<file path="src/rtcca_pkg.sv">
// package: register map, field layout, reset values and types of the calendar clock
package rtcca_pkg;

    // ==========================================================
    // register offsets (byte addresses)
    localparam logic [7:0] OFF_CTRL = 8'h00;
    localparam logic [7:0] OFF_TIME = 8'h04;
    localparam logic [7:0] OFF_DATE = 8'h08;
    localparam logic [7:0] OFF_ALM_TIME = 8'h0c;
    localparam logic [7:0] OFF_ALM_DATE = 8'h10;
    localparam logic [7:0] OFF_CAL = 8'h14;
    localparam logic [7:0] OFF_STAT = 8'h18;

    // ==========================================================
    // control field positions and the pm bit of the hour byte
    localparam int CTRL_EN = 0;
    localparam int CTRL_OUT_EN = 1;
    localparam int CTRL_OUT_SEL = 2;
    localparam int CTRL_HOUR24 = 3;
    localparam int CTRL_ALM_EN = 4;
    localparam int CTRL_CLK_SRC = 5;
    localparam int CTRL_MASK_LSB = 8;
    localparam int CTRL_MASK_W = 4;
    localparam int HOUR_PM_BIT = 5;

    // status field positions
    localparam int STAT_ALM = 0;
    localparam int STAT_HALF = 1;

    // ==========================================================
    // reset values
    localparam logic [11:0] CTRL_RST = 12'h009;
    localparam logic [7:0] CAL_RST = 8'h00;

    // ==========================================================
    // time base
    localparam int SRC_HZ = 32768;
    localparam int HALF_TICKS = SRC_HZ / 2;
    localparam int PCLK_HZ = 20000000;

    // ==========================================================
    // alarm repeat mask codes
    typedef enum logic [3:0] {
        RPT_HALF = 4'h0, RPT_SEC = 4'h1, RPT_SEC10 = 4'h2, RPT_MIN = 4'h3,
        RPT_MIN10 = 4'h4, RPT_HOUR = 4'h5, RPT_DAY = 4'h6, RPT_WEEK = 4'h7,
        RPT_MONTH = 4'h8, RPT_YEAR = 4'h9
    } rtcca_rpt_t;

    // bcd time and date words, laid out as their registers
    typedef struct packed {
        logic [7:0] hour;
        logic [7:0] min;
        logic [7:0] sec;
    } rtcca_time_t;

    typedef struct packed {
        logic [7:0] year;
        logic [7:0] month;
        logic [7:0] day;
        logic [7:0] wday;
    } rtcca_date_t;

    localparam rtcca_time_t TIME_RST = '{hour: 8'h00, min: 8'h00, sec: 8'h00};
    // 2000-01-01 fell on a saturday, weekday 0 is sunday
    localparam rtcca_date_t DATE_RST = '{year: 8'h00, month: 8'h01, day: 8'h01, wday: 8'h06};

endpackage : rtcca_pkg

</file>
<file path="src/rtcca_top.sv">
// calendar clock with alarm, seconds tick output and apb register access
`timescale 1ns/1ps
module rtcca_top
    import rtcca_pkg::*;
#(
    parameter int HALF_CNT = HALF_TICKS
) (
    input wire logic pclk,
    input wire logic presetn,
    input wire logic psel,
    input wire logic penable,
    input wire logic pwrite,
    input wire logic [7:0] paddr,
    input wire logic [31:0] pwdata,
    output logic [31:0] prdata,
    output logic pready,
    output logic pslverr,
    input wire logic secondary_osc_clock,
    input wire logic timer_clock_input,
    input wire logic master_clear_pin_n,
    output logic rtc_out,
    output logic rtc_out_oe
);

    // ==========================================================
    // bcd helpers
    function automatic logic [7:0] bcd_inc(input logic [7:0] v);
        if (v[3:0] == 4'h9) begin
            bcd_inc = {v[7:4] + 4'h1, 4'h0};
        end else begin
            bcd_inc = {v[7:4], v[3:0] + 4'h1};
        end
    endfunction : bcd_inc

    function automatic logic [7:0] bcd_wrap(input logic [7:0] v, input logic [7:0] top,
                                            input logic [7:0] low);
        bcd_wrap = (v == top) ? low : bcd_inc(v);
    endfunction : bcd_wrap

    // year 00..99 is a leap year when divisible by four (2000 is one)
    function automatic logic is_leap(input logic [7:0] y);
        if (y[4]) begin
            is_leap = (y[3:0] == 4'h2) || (y[3:0] == 4'h6);
        end else begin
            is_leap = (y[3:0] == 4'h0) || (y[3:0] == 4'h4) || (y[3:0] == 4'h8);
        end
    endfunction : is_leap

    function automatic logic [7:0] month_len(input logic [7:0] m, input logic leap);
        unique case (m)
            8'h02: month_len = leap ? 8'h29 : 8'h28;
            8'h04, 8'h06, 8'h09, 8'h11: month_len = 8'h30;
            default: month_len = 8'h31;
        endcase
    endfunction : month_len

    // 24-hour bcd to 12-hour bcd with pm flag in bit 5
    function automatic logic [7:0] to_12h(input logic [7:0] h);
        logic [4:0] b;
        logic [4:0] r;
        b = 5'(h[5:4]) * 5'd10 + 5'(h[3:0]);
        r = (b == 5'd0) ? 5'd12 : ((b > 5'd12) ? b - 5'd12 : b);
        to_12h = {2'b00, (b > 5'd11), (r > 5'd9), (r > 5'd9) ? r[3:0] - 4'ha : r[3:0]};
    endfunction : to_12h

    // ==========================================================
    // registers
    logic [11:0] ctrl_q;
    logic [7:0] cal_q;
    rtcca_time_t time_q;
    rtcca_date_t date_q;
    rtcca_time_t alm_time_q;
    rtcca_date_t alm_date_q;
    logic half_q;
    logic alm_flag_q;
    logic alm_tog_q;
    logic step_q;
    logic [14:0] pre_q;
    logic src_prev_q;
    logic master_clear_pin_q;

    logic wr_en;
    logic hit;
    logic src_sel;
    logic src_edge;
    logic step;
    logic minute_start;
    logic [14:0] pre_top;
    logic [3:0] rpt;
    logic mapped;

    assign rpt = ctrl_q[CTRL_MASK_LSB +: CTRL_MASK_W];

    // ==========================================================
    // apb slave: zero wait states, read data captured in setup
    always_comb begin
        unique case (paddr)
            OFF_CTRL, OFF_TIME, OFF_DATE, OFF_ALM_TIME,
            OFF_ALM_DATE, OFF_CAL, OFF_STAT: mapped = 1'b1;
            default: mapped = 1'b0;
        endcase
    end

    assign pready = 1'b1;
    assign pslverr = psel & penable & ~mapped;
    assign wr_en = psel & penable & pwrite & mapped;

    always_ff @(posedge pclk or negedge presetn) begin
        if (!presetn) begin
            prdata <= 32'h0000_0000;
        end else if (psel && !penable) begin
            unique case (paddr)
                OFF_CTRL: prdata <= {20'h00000, ctrl_q};
                OFF_TIME: prdata <= {8'h00, ctrl_q[CTRL_HOUR24] ? time_q.hour
                                     : to_12h(time_q.hour), time_q.min, time_q.sec};
                OFF_DATE: prdata <= date_q;
                OFF_ALM_TIME: prdata <= {8'h00, alm_time_q};
                OFF_ALM_DATE: prdata <= alm_date_q;
                OFF_CAL: prdata <= {24'h000000, cal_q};
                OFF_STAT: prdata <= {30'h0, half_q, alm_flag_q};
                default: prdata <= 32'h0000_0000;
            endcase
        end
    end

    // ==========================================================
    // control and calibration; master clear drops pin and alarm enables only
    always_ff @(posedge pclk or negedge presetn) begin
        if (!presetn) begin
            master_clear_pin_q <= 1'b0;
        end else begin
            master_clear_pin_q <= ~master_clear_pin_n;
        end
    end

    always_ff @(posedge pclk or negedge presetn) begin
        if (!presetn) begin
            ctrl_q <= CTRL_RST;
            cal_q <= CAL_RST;
        end else if (master_clear_pin_q) begin
            // enable, source and calibration survive master clear
            ctrl_q[CTRL_OUT_EN] <= 1'b0;
            ctrl_q[CTRL_ALM_EN] <= 1'b0;
        end else if (wr_en && paddr == OFF_CTRL) begin
            ctrl_q <= pwdata[11:0];
        end else if (wr_en && paddr == OFF_CAL) begin
            cal_q <= pwdata[7:0];
        end
    end

    // ==========================================================
    // time base: count rising edges of the 32.768 kHz source
    // source select
    assign src_sel = ctrl_q[CTRL_CLK_SRC] ? timer_clock_input : secondary_osc_clock;
    assign src_edge = src_sel & ~src_prev_q;
    assign minute_start = (time_q.sec == 8'h00) && !half_q;
    // first half second of each minute is shortened or stretched by cal
    assign pre_top = minute_start ? 15'(HALF_CNT - 1 - int'(signed'(cal_q)))
                                  : 15'(HALF_CNT - 1);
    assign step = ctrl_q[CTRL_EN] & src_edge & (pre_q >= pre_top);

    always_ff @(posedge pclk or negedge presetn) begin
        if (!presetn) begin
            src_prev_q <= 1'b0;
            pre_q <= 15'h0000;
        end else begin
            src_prev_q <= src_sel;
            if (step) begin
                pre_q <= 15'h0000;
            end else if (ctrl_q[CTRL_EN] && src_edge) begin
                pre_q <= pre_q + 15'h0001;
            end
        end
    end

    // ==========================================================
    // half-second counting chain, bcd throughout
    always_ff @(posedge pclk or negedge presetn) begin
        if (!presetn) begin
            half_q <= 1'b0;
            time_q <= TIME_RST;
        end else if (wr_en && paddr == OFF_TIME) begin
            half_q <= 1'b0;
            time_q <= pwdata[23:0];
        end else if (step) begin
            half_q <= ~half_q;
            if (half_q) begin
                time_q.sec <= bcd_wrap(time_q.sec, 8'h59, 8'h00);
                if (time_q.sec == 8'h59) begin
                    time_q.min <= bcd_wrap(time_q.min, 8'h59, 8'h00);
                    if (time_q.min == 8'h59) begin
                        time_q.hour <= bcd_wrap(time_q.hour, 8'h23, 8'h00);
                    end
                end
            end
        end
    end

    // calendar with leap years in hardware
    always_ff @(posedge pclk or negedge presetn) begin
        if (!presetn) begin
            date_q <= DATE_RST;
        end else if (wr_en && paddr == OFF_DATE) begin
            date_q <= pwdata;
        end else if (step && half_q
                     && time_q == rtcca_time_t'{hour: 8'h23, min: 8'h59, sec: 8'h59}) begin
            date_q.wday <= bcd_wrap(date_q.wday, 8'h06, 8'h00);
            date_q.day <= bcd_wrap(date_q.day, month_len(date_q.month, is_leap(date_q.year)),
                                   8'h01);
            if (date_q.day == month_len(date_q.month, is_leap(date_q.year))) begin
                date_q.month <= bcd_wrap(date_q.month, 8'h12, 8'h01);
                if (date_q.month == 8'h12) begin
                    // 2099 wraps to 2000
                    date_q.year <= bcd_wrap(date_q.year, 8'h99, 8'h00);
                end
            end
        end
    end

    // ==========================================================
    // alarm: compared one cycle after each step, on the new time
    always_ff @(posedge pclk or negedge presetn) begin
        if (!presetn) begin
            alm_time_q <= TIME_RST;
            alm_date_q <= DATE_RST;
        end else if (wr_en && paddr == OFF_ALM_TIME) begin
            alm_time_q <= pwdata[23:0];
        end else if (wr_en && paddr == OFF_ALM_DATE) begin
            alm_date_q <= pwdata;
        end
    end

    always_comb begin
        unique case (rtcca_rpt_t'(rpt))
            // half second, second, ten seconds, minute
            RPT_HALF: hit = 1'b1;
            RPT_SEC: hit = !half_q;
            RPT_SEC10: hit = !half_q && time_q.sec[3:0] == alm_time_q.sec[3:0];
            RPT_MIN: hit = !half_q && time_q.sec == alm_time_q.sec;
            RPT_MIN10: hit = !half_q && time_q.sec == alm_time_q.sec
                             && time_q.min[3:0] == alm_time_q.min[3:0];
            RPT_HOUR: hit = !half_q && time_q[15:0] == alm_time_q[15:0];
            RPT_DAY: hit = !half_q && time_q == alm_time_q;
            // week, month, year; a feb 29 year alarm only meets leap years
            RPT_WEEK: hit = !half_q && time_q == alm_time_q && date_q.wday == alm_date_q.wday;
            RPT_MONTH: hit = !half_q && time_q == alm_time_q && date_q.day == alm_date_q.day;
            RPT_YEAR: hit = !half_q && time_q == alm_time_q
                            && date_q.day == alm_date_q.day && date_q.month == alm_date_q.month;
            // codes above 1001 never fire
            default: hit = 1'b0;
        endcase
    end

    always_ff @(posedge pclk or negedge presetn) begin
        if (!presetn) begin
            step_q <= 1'b0;
        end else begin
            step_q <= step;
        end
    end

    // sticky flag: a new alarm wins over a write-one clear in the same cycle
    always_ff @(posedge pclk or negedge presetn) begin
        if (!presetn) begin
            alm_flag_q <= 1'b0;
            alm_tog_q <= 1'b0;
        end else if (step_q && hit && ctrl_q[CTRL_ALM_EN]) begin
            alm_flag_q <= 1'b1;
            alm_tog_q <= ~alm_tog_q;
        end else if (master_clear_pin_q) begin
            alm_flag_q <= 1'b0;
        end else if (wr_en && paddr == OFF_STAT && pwdata[STAT_ALM]) begin
            alm_flag_q <= 1'b0;
        end
    end

    // ==========================================================
    // output pin: toggles per alarm, or half_q as a 1 Hz square tick
    always_ff @(posedge pclk or negedge presetn) begin
        if (!presetn) begin
            rtc_out <= 1'b0;
            rtc_out_oe <= 1'b0;
        end else begin
            // alarm or seconds tick onto the pin
            rtc_out <= ctrl_q[CTRL_OUT_SEL] ? half_q : alm_tog_q;
            rtc_out_oe <= ctrl_q[CTRL_OUT_EN];
        end
    end

endmodule : rtcca_top

</file>
<file path="config.mk">
export PLATFORM = sky130hd
export DESIGN_NAME = rtcca_top
export DESIGN_NICKNAME = d
export VERILOG_FILES = /design/src/rtcca_pkg.sv /design/src/rtcca_top.sv
export SDC_FILE = /design/constraint.sdc
export NUM_CORES = 1
export LEC_CHECK = 0
export BUFFER_PORTS_ARGS = -buffer_cell sky130_fd_sc_hd__buf_2
export CELL_PAD_IN_SITES_DETAIL_PLACEMENT = 0
export CELL_PAD_IN_SITES_GLOBAL_PLACEMENT = 1
export CORE_UTILIZATION = 43
export DETAILED_ROUTE_END_ITERATION = 8
export GPL_ROUTABILITY_DRIVEN = 0
export PLACE_DENSITY = 0.79
export SLEW_MARGIN = 20
export SYNTH_ARGS = -nofsm -noshare
export SYNTH_HDL_FRONTEND = slang
export SYNTH_SLANG_ARGS = --single-unit
</file>
<file path="constraint.sdc">
create_clock -name pclk -period 3.5 [get_ports pclk]
set_input_delay 0.35 -clock pclk [delete_from_list [all_inputs] [get_ports pclk]]
set_output_delay 0.35 -clock pclk [all_outputs]
set_load 0.03 [all_outputs]
</file>
==> results.cfg, run 1 <==
[status]
violations = setup timing
status = finished, violations left

[timing]
rsz0062_at_grt = true
fmax_mhz = 284
finClkSkew_ns = 0.0153
worst_pin_slew_ns = 0.905
worst_slack_ns = -0.0233
maxSlewViolCount = 0
setup_viol = 2
slew_headroom = 0.397
period_minus_slack_ns = 3.52
period_share = 1.01
finalHoldViolations = 0

[detailed_routing]
wl_per_cell_microns = 20.1
detail_route.wirelength_microns = 32200
wl_met2_microns = 15400
dr_wl_met3_microns = 1570
drtIter0Drc = 761
vias = 9566
wl_met1_microns = 14800
vias_per_cell = 5.97
dr.pass1.iters = 8
ant_nets = 0
drc = 0
top_layer_used = met4

[floorplanning]
placementRows = 58
io_pins = 84
start_util = 0.437
die_w_microns = 162
die_h_microns = 162
design.die.area_sq_um = 26200
core_sq_um = 25100

[placed_design]
pre_cts_ws_ns = 0.0131
placedInstanceArea_sq_um = 12100
port_buffers = 82
dpl.hpwl_microns = 22800

[setup_path]
worst_path_most_repeated_cell = ha_4
cp_slowest_stage_delay_ns = 0.43
cp_top_family = simple AND/OR/NAND/NOR gates
path_class = reg -> reg
cp-start-kind = flip-flop
crit_chain = inv_2 > ha_4 > nand4bb_1 > nor4_2 > nand2_1 > inv_4 > ha_4 > nand4_1 > a211oi_2 > o21ai_2 > nand2_2 > a41oi_2 > buf_4 > or3_4 > or4_4 > a31oi_1
crit_fanout = 7
cp_num_buf_inv = 3
cp.required_ns = 3.85
setup.worst_path.end_class = flip-flop
cp.arrival_ns = 3.88
slowest_stage = or4_4

[synthesis]
syn-instance-count = 1147
seq_area_frac_synth = 0.427
synth_edf_count = 0
syn_area_per_cell_sq_um = 9.58
synth_area_sq_um = 11000
ys.flop_type = dfrtp_1
syn-num-nets = 1241
async_flop_share = 1.00
yosys_warnings = 0
synth.distinct_cells = 73
ys_seq_elements = 187

[layout]
final_core_util = 0.516
fillers = 2382
area_delta_synth_final_pct = 17.9
antenna_cells = 0
nets = 1353
multi_input_area_sq_um = 6140
drive_above_1_share = 0.264
regArea_sq_um = 4690
finalInstanceArea_sq_um = 12900

[clocking]
htree_num_levels = 4
numClockSinks = 187
cts_buffers = 17
cts_buffer_depth = 2
cts_root_buffer = clkbuf_16
cts_tree = built
clk_pin_slew_ns = 0.07
clk_latency_ns = 0.44

[job]
drv_cap = 0

[global_route]
track_usage = 0.249
grt_pass1_vias = 9090
antenna_found_initial = 0
grt_max_degree = 108
gr-total-overflow = 0
grt_pass1_wl_microns = 50900

[power]
powerDensity_nw_per_um2 = 352
power.leakage_uw = 0.00576
ir_worst_vdd_v = 0.000321

[worst_hold_path]
min_path_type = in -> async
-- placed cells by master, fill, tap and decap left out, types with 33 or more instances in the layout --
| cell | n |
|---|---|
| dfrtp_1 | 177 |
| nor2_1 | 118 |
| buf_2 | 81 |
| nand2_1 | 78 |
| mux2_2 | 77 |
| buf_4 | 70 |
| o21ai_0 | 61 |
| a31oi_1 | 50 |
| xnor2_1 | 47 |
| ha_1 | 40 |
| a21oi_1 | 37 |
| nand3_1 | 33 |
-- timing repair --
action | CTS | global route
endpoints found under the setup margin | 2 | 57
pin swaps | 0 | 26
hold buffers | 0 | 0
setup buffers | 0 | 12
gates resized for setup | 1 | 52
-- path summary, 6_finish.rpt --
check | from | end | slack (ns) | depth (start not counted)
max in group asynchronous | presetn | date_q[2] | 2.58 | 2
hold reg to reg | ctrl_q[1] | rtc_out_oe | 0.44 | 0
setup / recovery | time_q[0] | date_q[25] | -0.02 | 16
setup reg to reg | time_q[0] | date_q[25] | -0.02 | 16
hold / removal | presetn | prdata[31] | 0.04 | 1
min in group pclk | master_clear_pin_n | master_clear_pin_q | 0.05 | 2
-- synth_stat cells, types with 12 or more instances --
| master | count | area [sq um] |
|---|---|---|
| a21oi_1 | 39 | 195 |
| and3_1 | 12 | 75.1 |
| dfrtp_1 | 177 | 4430 |
| a31oi_1 | 51 | 319 |
| or3_1 | 16 | 100 |
| xnor2_1 | 48 | 420 |
| nor2_1 | 121 | 454 |
| mux2_2 | 77 | 867 |
| a221oi_1 | 14 | 123 |
| a22oi_1 | 27 | 203 |
| ha_1 | 45 | 563 |
| xor2_1 | 12 | 105 |
| nand4_1 | 21 | 131 |
| nor3_1 | 22 | 110 |
| inv_1 | 33 | 124 |
| nand2b_1 | 13 | 81.3 |
| clkbuf_1 | 51 | 191 |
| nand3_1 | 36 | 180 |
| nand2_1 | 83 | 312 |
| a222oi_1 | 12 | 120 |
| o21ai_0 | 66 | 330 |
-- report_power, final --
part	internal (uW)	total [uW]	switching, uW
clock	1020	1930	912
sequential	2210	2250	39.1
combinational	112	371	260
total	3340	4550	1210
-- state kept, by name, indices dropped and copies added, names as in the netlist, 8 cells and up --
register / count
alm_date_q: 32
cal_q: 8
prdata: 32
ctrl_q: 12
time_q: 24
pre_q: 15
alm_time_q: 24
date_q: 32
-- worst reg2reg max path: cells and delay by family (launching register included) --
kind	cells	cell delay, ns
compound gates	4	0.63
fa+ha+maj	2	0.30
buf+inv	3	0.45
flops	1	0.40
simple gates	7	1.67
-- layout make-up --
| cell class | count | share of cell area |
|---|---|---|
| timing repair buffer | 157 | 0.0773 |
| clock buffer | 19 | 0.0342 |
| sequential | 187 | 0.362 |
| multi-input combinational | 863 | 0.474 |
| tap | 330 | 0.0319 |
| inverter | 33 | 0.00976 |
| clock inverter | 13 | 0.0101 |
-- logic make-up after synthesis --
family | share of synthesized area
mux | 0.0862
fa+ha+maj | 0.0531
other cells | 0.000341
compound gates | 0.167
xor+xnor | 0.0478
simple gates | 0.183
flops | 0.427
buf+inv | 0.0357
-- per-stage QoR --
| stage | hold WS (ns) | cells | TNS (ns) | total power (uW) |
|---|---|---|---|---|
| after floorplan | 0.0544 | 1147 | 0 | 2470 |
| after global placement | 0.438 | 1558 | 0 | 2660 |
| after detailed placement | 0.432 | 1558 | 0 | 2670 |
| after CTS | 0.0428 | 1590 | 0 | 4590 |
| after global routing | 0.0386 | 1602 | -3.44 | 4710 |
| final | 0.0359 | 1602 | -0.0374 | 4550 |
-- routing by layer --
metal | GRT usage | up-vias
met1 | 0.350 | 4786
met5 | 0 | -
met2 | 0.407 | 303
met3 | 0.0329 | 28
met4 | 0.0583 | 0
li1 | - | 4449
(Power assumes the default switching activity.)
==> run 2: changes to the inputs <==
--- a/config.mk
+++ b/config.mk
@@ -6,12 +6,10 @@
 export NUM_CORES = 1
 export LEC_CHECK = 0
 export BUFFER_PORTS_ARGS = -buffer_cell sky130_fd_sc_hd__buf_2
-export CELL_PAD_IN_SITES_DETAIL_PLACEMENT = 0
-export CELL_PAD_IN_SITES_GLOBAL_PLACEMENT = 1
-export CORE_UTILIZATION = 43
+export CORE_UTILIZATION = 45
 export DETAILED_ROUTE_END_ITERATION = 8
 export GPL_ROUTABILITY_DRIVEN = 0
-export PLACE_DENSITY = 0.79
+export PLACE_DENSITY = 0.67
 export SLEW_MARGIN = 20
 export SYNTH_ARGS = -nofsm -noshare
 export SYNTH_HDL_FRONTEND = slang
==> run 2 against run 1 <==
Effect of this change:
- the flow now finishes without violations
- critical path depth fell by 1
- non-clock buffer count fell by 13
- combinational power fell by 2%
- clock skew fell by 0.0033 ns
- hold slack improved by 0.0063 ns
==> results.cfg, run 2 (synthesis gave the netlist of run 1 again) <==
[layout]
layout_commonest_cell = dfrtp_1
layout_common_cells = dfrtp_1, nor2_1, buf_2
largest_registers = alm_date_q x32, date_q x32, prdata x32
antenna_cells = 0
regArea_sq_um = 4690
nets = 1340
finalInstanceArea_sq_um = 12800
final_core_util = 0.542
area_delta_synth_final_pct = 16.8
multi_input_area_sq_um = 6120
fillers = 2183
drive_above_1_share = 0.251
final_cells = 1578

[timing]
maxSlewViolCount = 0
slew_headroom = 0.505
finalHoldViolations = 0
worst_slack_ns = 0.0391
period_share = 0.989
period_minus_slack_ns = 3.46
worst_pin_slew_ns = 0.743
finClkSkew_ns = 0.0120
fmax_mhz = 289
setup_viol = 0
rsz0062_at_grt = true

[setup_path]
cp-start-kind = flip-flop
crit_fanout = 7
ff2ff_setup_slack_ns = 0.04
path_class = reg -> reg
setup.worst_path.end_class = flip-flop
timing.rr.end = date_q[25]
worstRegToRegCells = 15
cp.arrival_ns = 3.83
timing.rr.start = time_q[5]
cp.required_ns = 3.87

[global_route]
grt_max_degree = 86
gr-total-overflow = 0
grt_pass1_vias = 9152
grt_pass1_wl_microns = 50200
antenna_found_initial = 0
track_usage = 0.262

[floorplanning]
core_sq_um = 23700
io_pins = 84
design.die.area_sq_um = 25000
die_h_microns = 158
die_w_microns = 158
placementRows = 56
start_util = 0.464

[detailed_routing]
drtIter0Drc = 686
detail_route.wirelength_microns = 31400
wl_per_cell_microns = 19.9
dr.pass1.iters = 7
vias_per_cell = 6.05
vias = 9552
ant_nets = 0
drc = 0

[clocking]
numClockSinks = 187
clk_pin_slew_ns = 0.08
cts_buffer_depth = 2
cts_tree = built
clk_latency_ns = 0.45
cts_root_buffer = clkbuf_16
cts_buffers = 17
htree_num_levels = 4

[placed_design]
placed_cells = 1542
dpl.hpwl_microns = 22300
port_buffers = 82
placedInstanceArea_sq_um = 12000
pre_cts_ws_ns = 0.0611

[status]
status = finished clean

[power]
powerDensity_nw_per_um2 = 357
power.leakage_uw = 0.00568
ir_worst_vdd_v = 0.000305
power_uw = 4590

[worst_hold_path]
min_path_type = in -> reg
holdPathEnd = master_clear_pin_q
worstHoldStart = master_clear_pin_n
min_path_cells = 2

[job]
drv_cap = 0
==> run 2: cell types whose count changed in the layout (fill, tap and decap cells not counted), moves of 3 or more <==
cell	change
or4_4	-3
or4_1	+3
o21ai_1	+3
buf_4	-12
==> run 2: layout make-up <==
cell class | instances | area share
sequential | 187 | 0.366
clock inverter | 14 | 0.0116
multi-input combinational | 863 | 0.477
clock buffer | 18 | 0.0342
timing repair buffer | 144 | 0.0700
inverter | 33 | 0.00985
tap | 319 | 0.0311
==> run 2: worst max path at each step <==
stage	start	end	cells after the start
after CTS	time_q[5]	date_q[25]	16
after global routing	time_q[0]	date_q[5]	16
after floorplan	half_q	date_q[4]	15
after detailed placement	time_q[5]	date_q[25]	16
after global placement	time_q[5]	date_q[25]	16
final	time_q[5]	date_q[25]	15
==> run 2: timing repair <==
action                                  4_1_cts  5_1_grt
setup buffers                                 0        4
endpoints found under the setup margin        0       51
gates resized for setup                       0       46
hold buffers                                  1        0
endpoints found under the hold margin         4        0
==> run 2: worst max-delay path: stages, from the launching register on <==
cell and delay [ns]:
dfrtp_1 0.40, inv_2 0.08, ha_4 0.12, nand4bb_1 0.14, nor4_2 0.28, nand2_1 0.18
inv_4 0.18, ha_4 0.15, nand4_1 0.14, a211oi_1 0.22, o21ai_1 0.14, nand2_2 0.14
a41oi_4 0.17, or3_4 0.46, or4_1 0.40, a31oi_1 0.16
==> run 2: through the flow <==
stage,TNS [ns],hold WS (ns)
2_1_floorplan,0,0.0544
3_3_place_gp,0,0.457
3_5_place_dp,0,0.458
4_1_cts,0,0.0281
5_1_grt,-3.64,0.0479
6_report,0,0.0422
==> run 2: metal layers <==
layer,wire length (microns),global-route usage,part of all wire
met1,13500,0.353,0.43
met3,1940,0.0389,0.062
met2,15200,0.435,0.49
met5,0,0,0
met4,697,0.0806,0.022
==> run 2: power breakdown <==
| part | switching [uW] | internal [uW] | total, uW |
|---|---|---|---|
| logic | 254 | 110 | 364 |
| registers | 42.8 | 2210 | 2250 |
| clock network | 938 | 1030 | 1970 |
| total | 1230 | 3350 | 4590 |
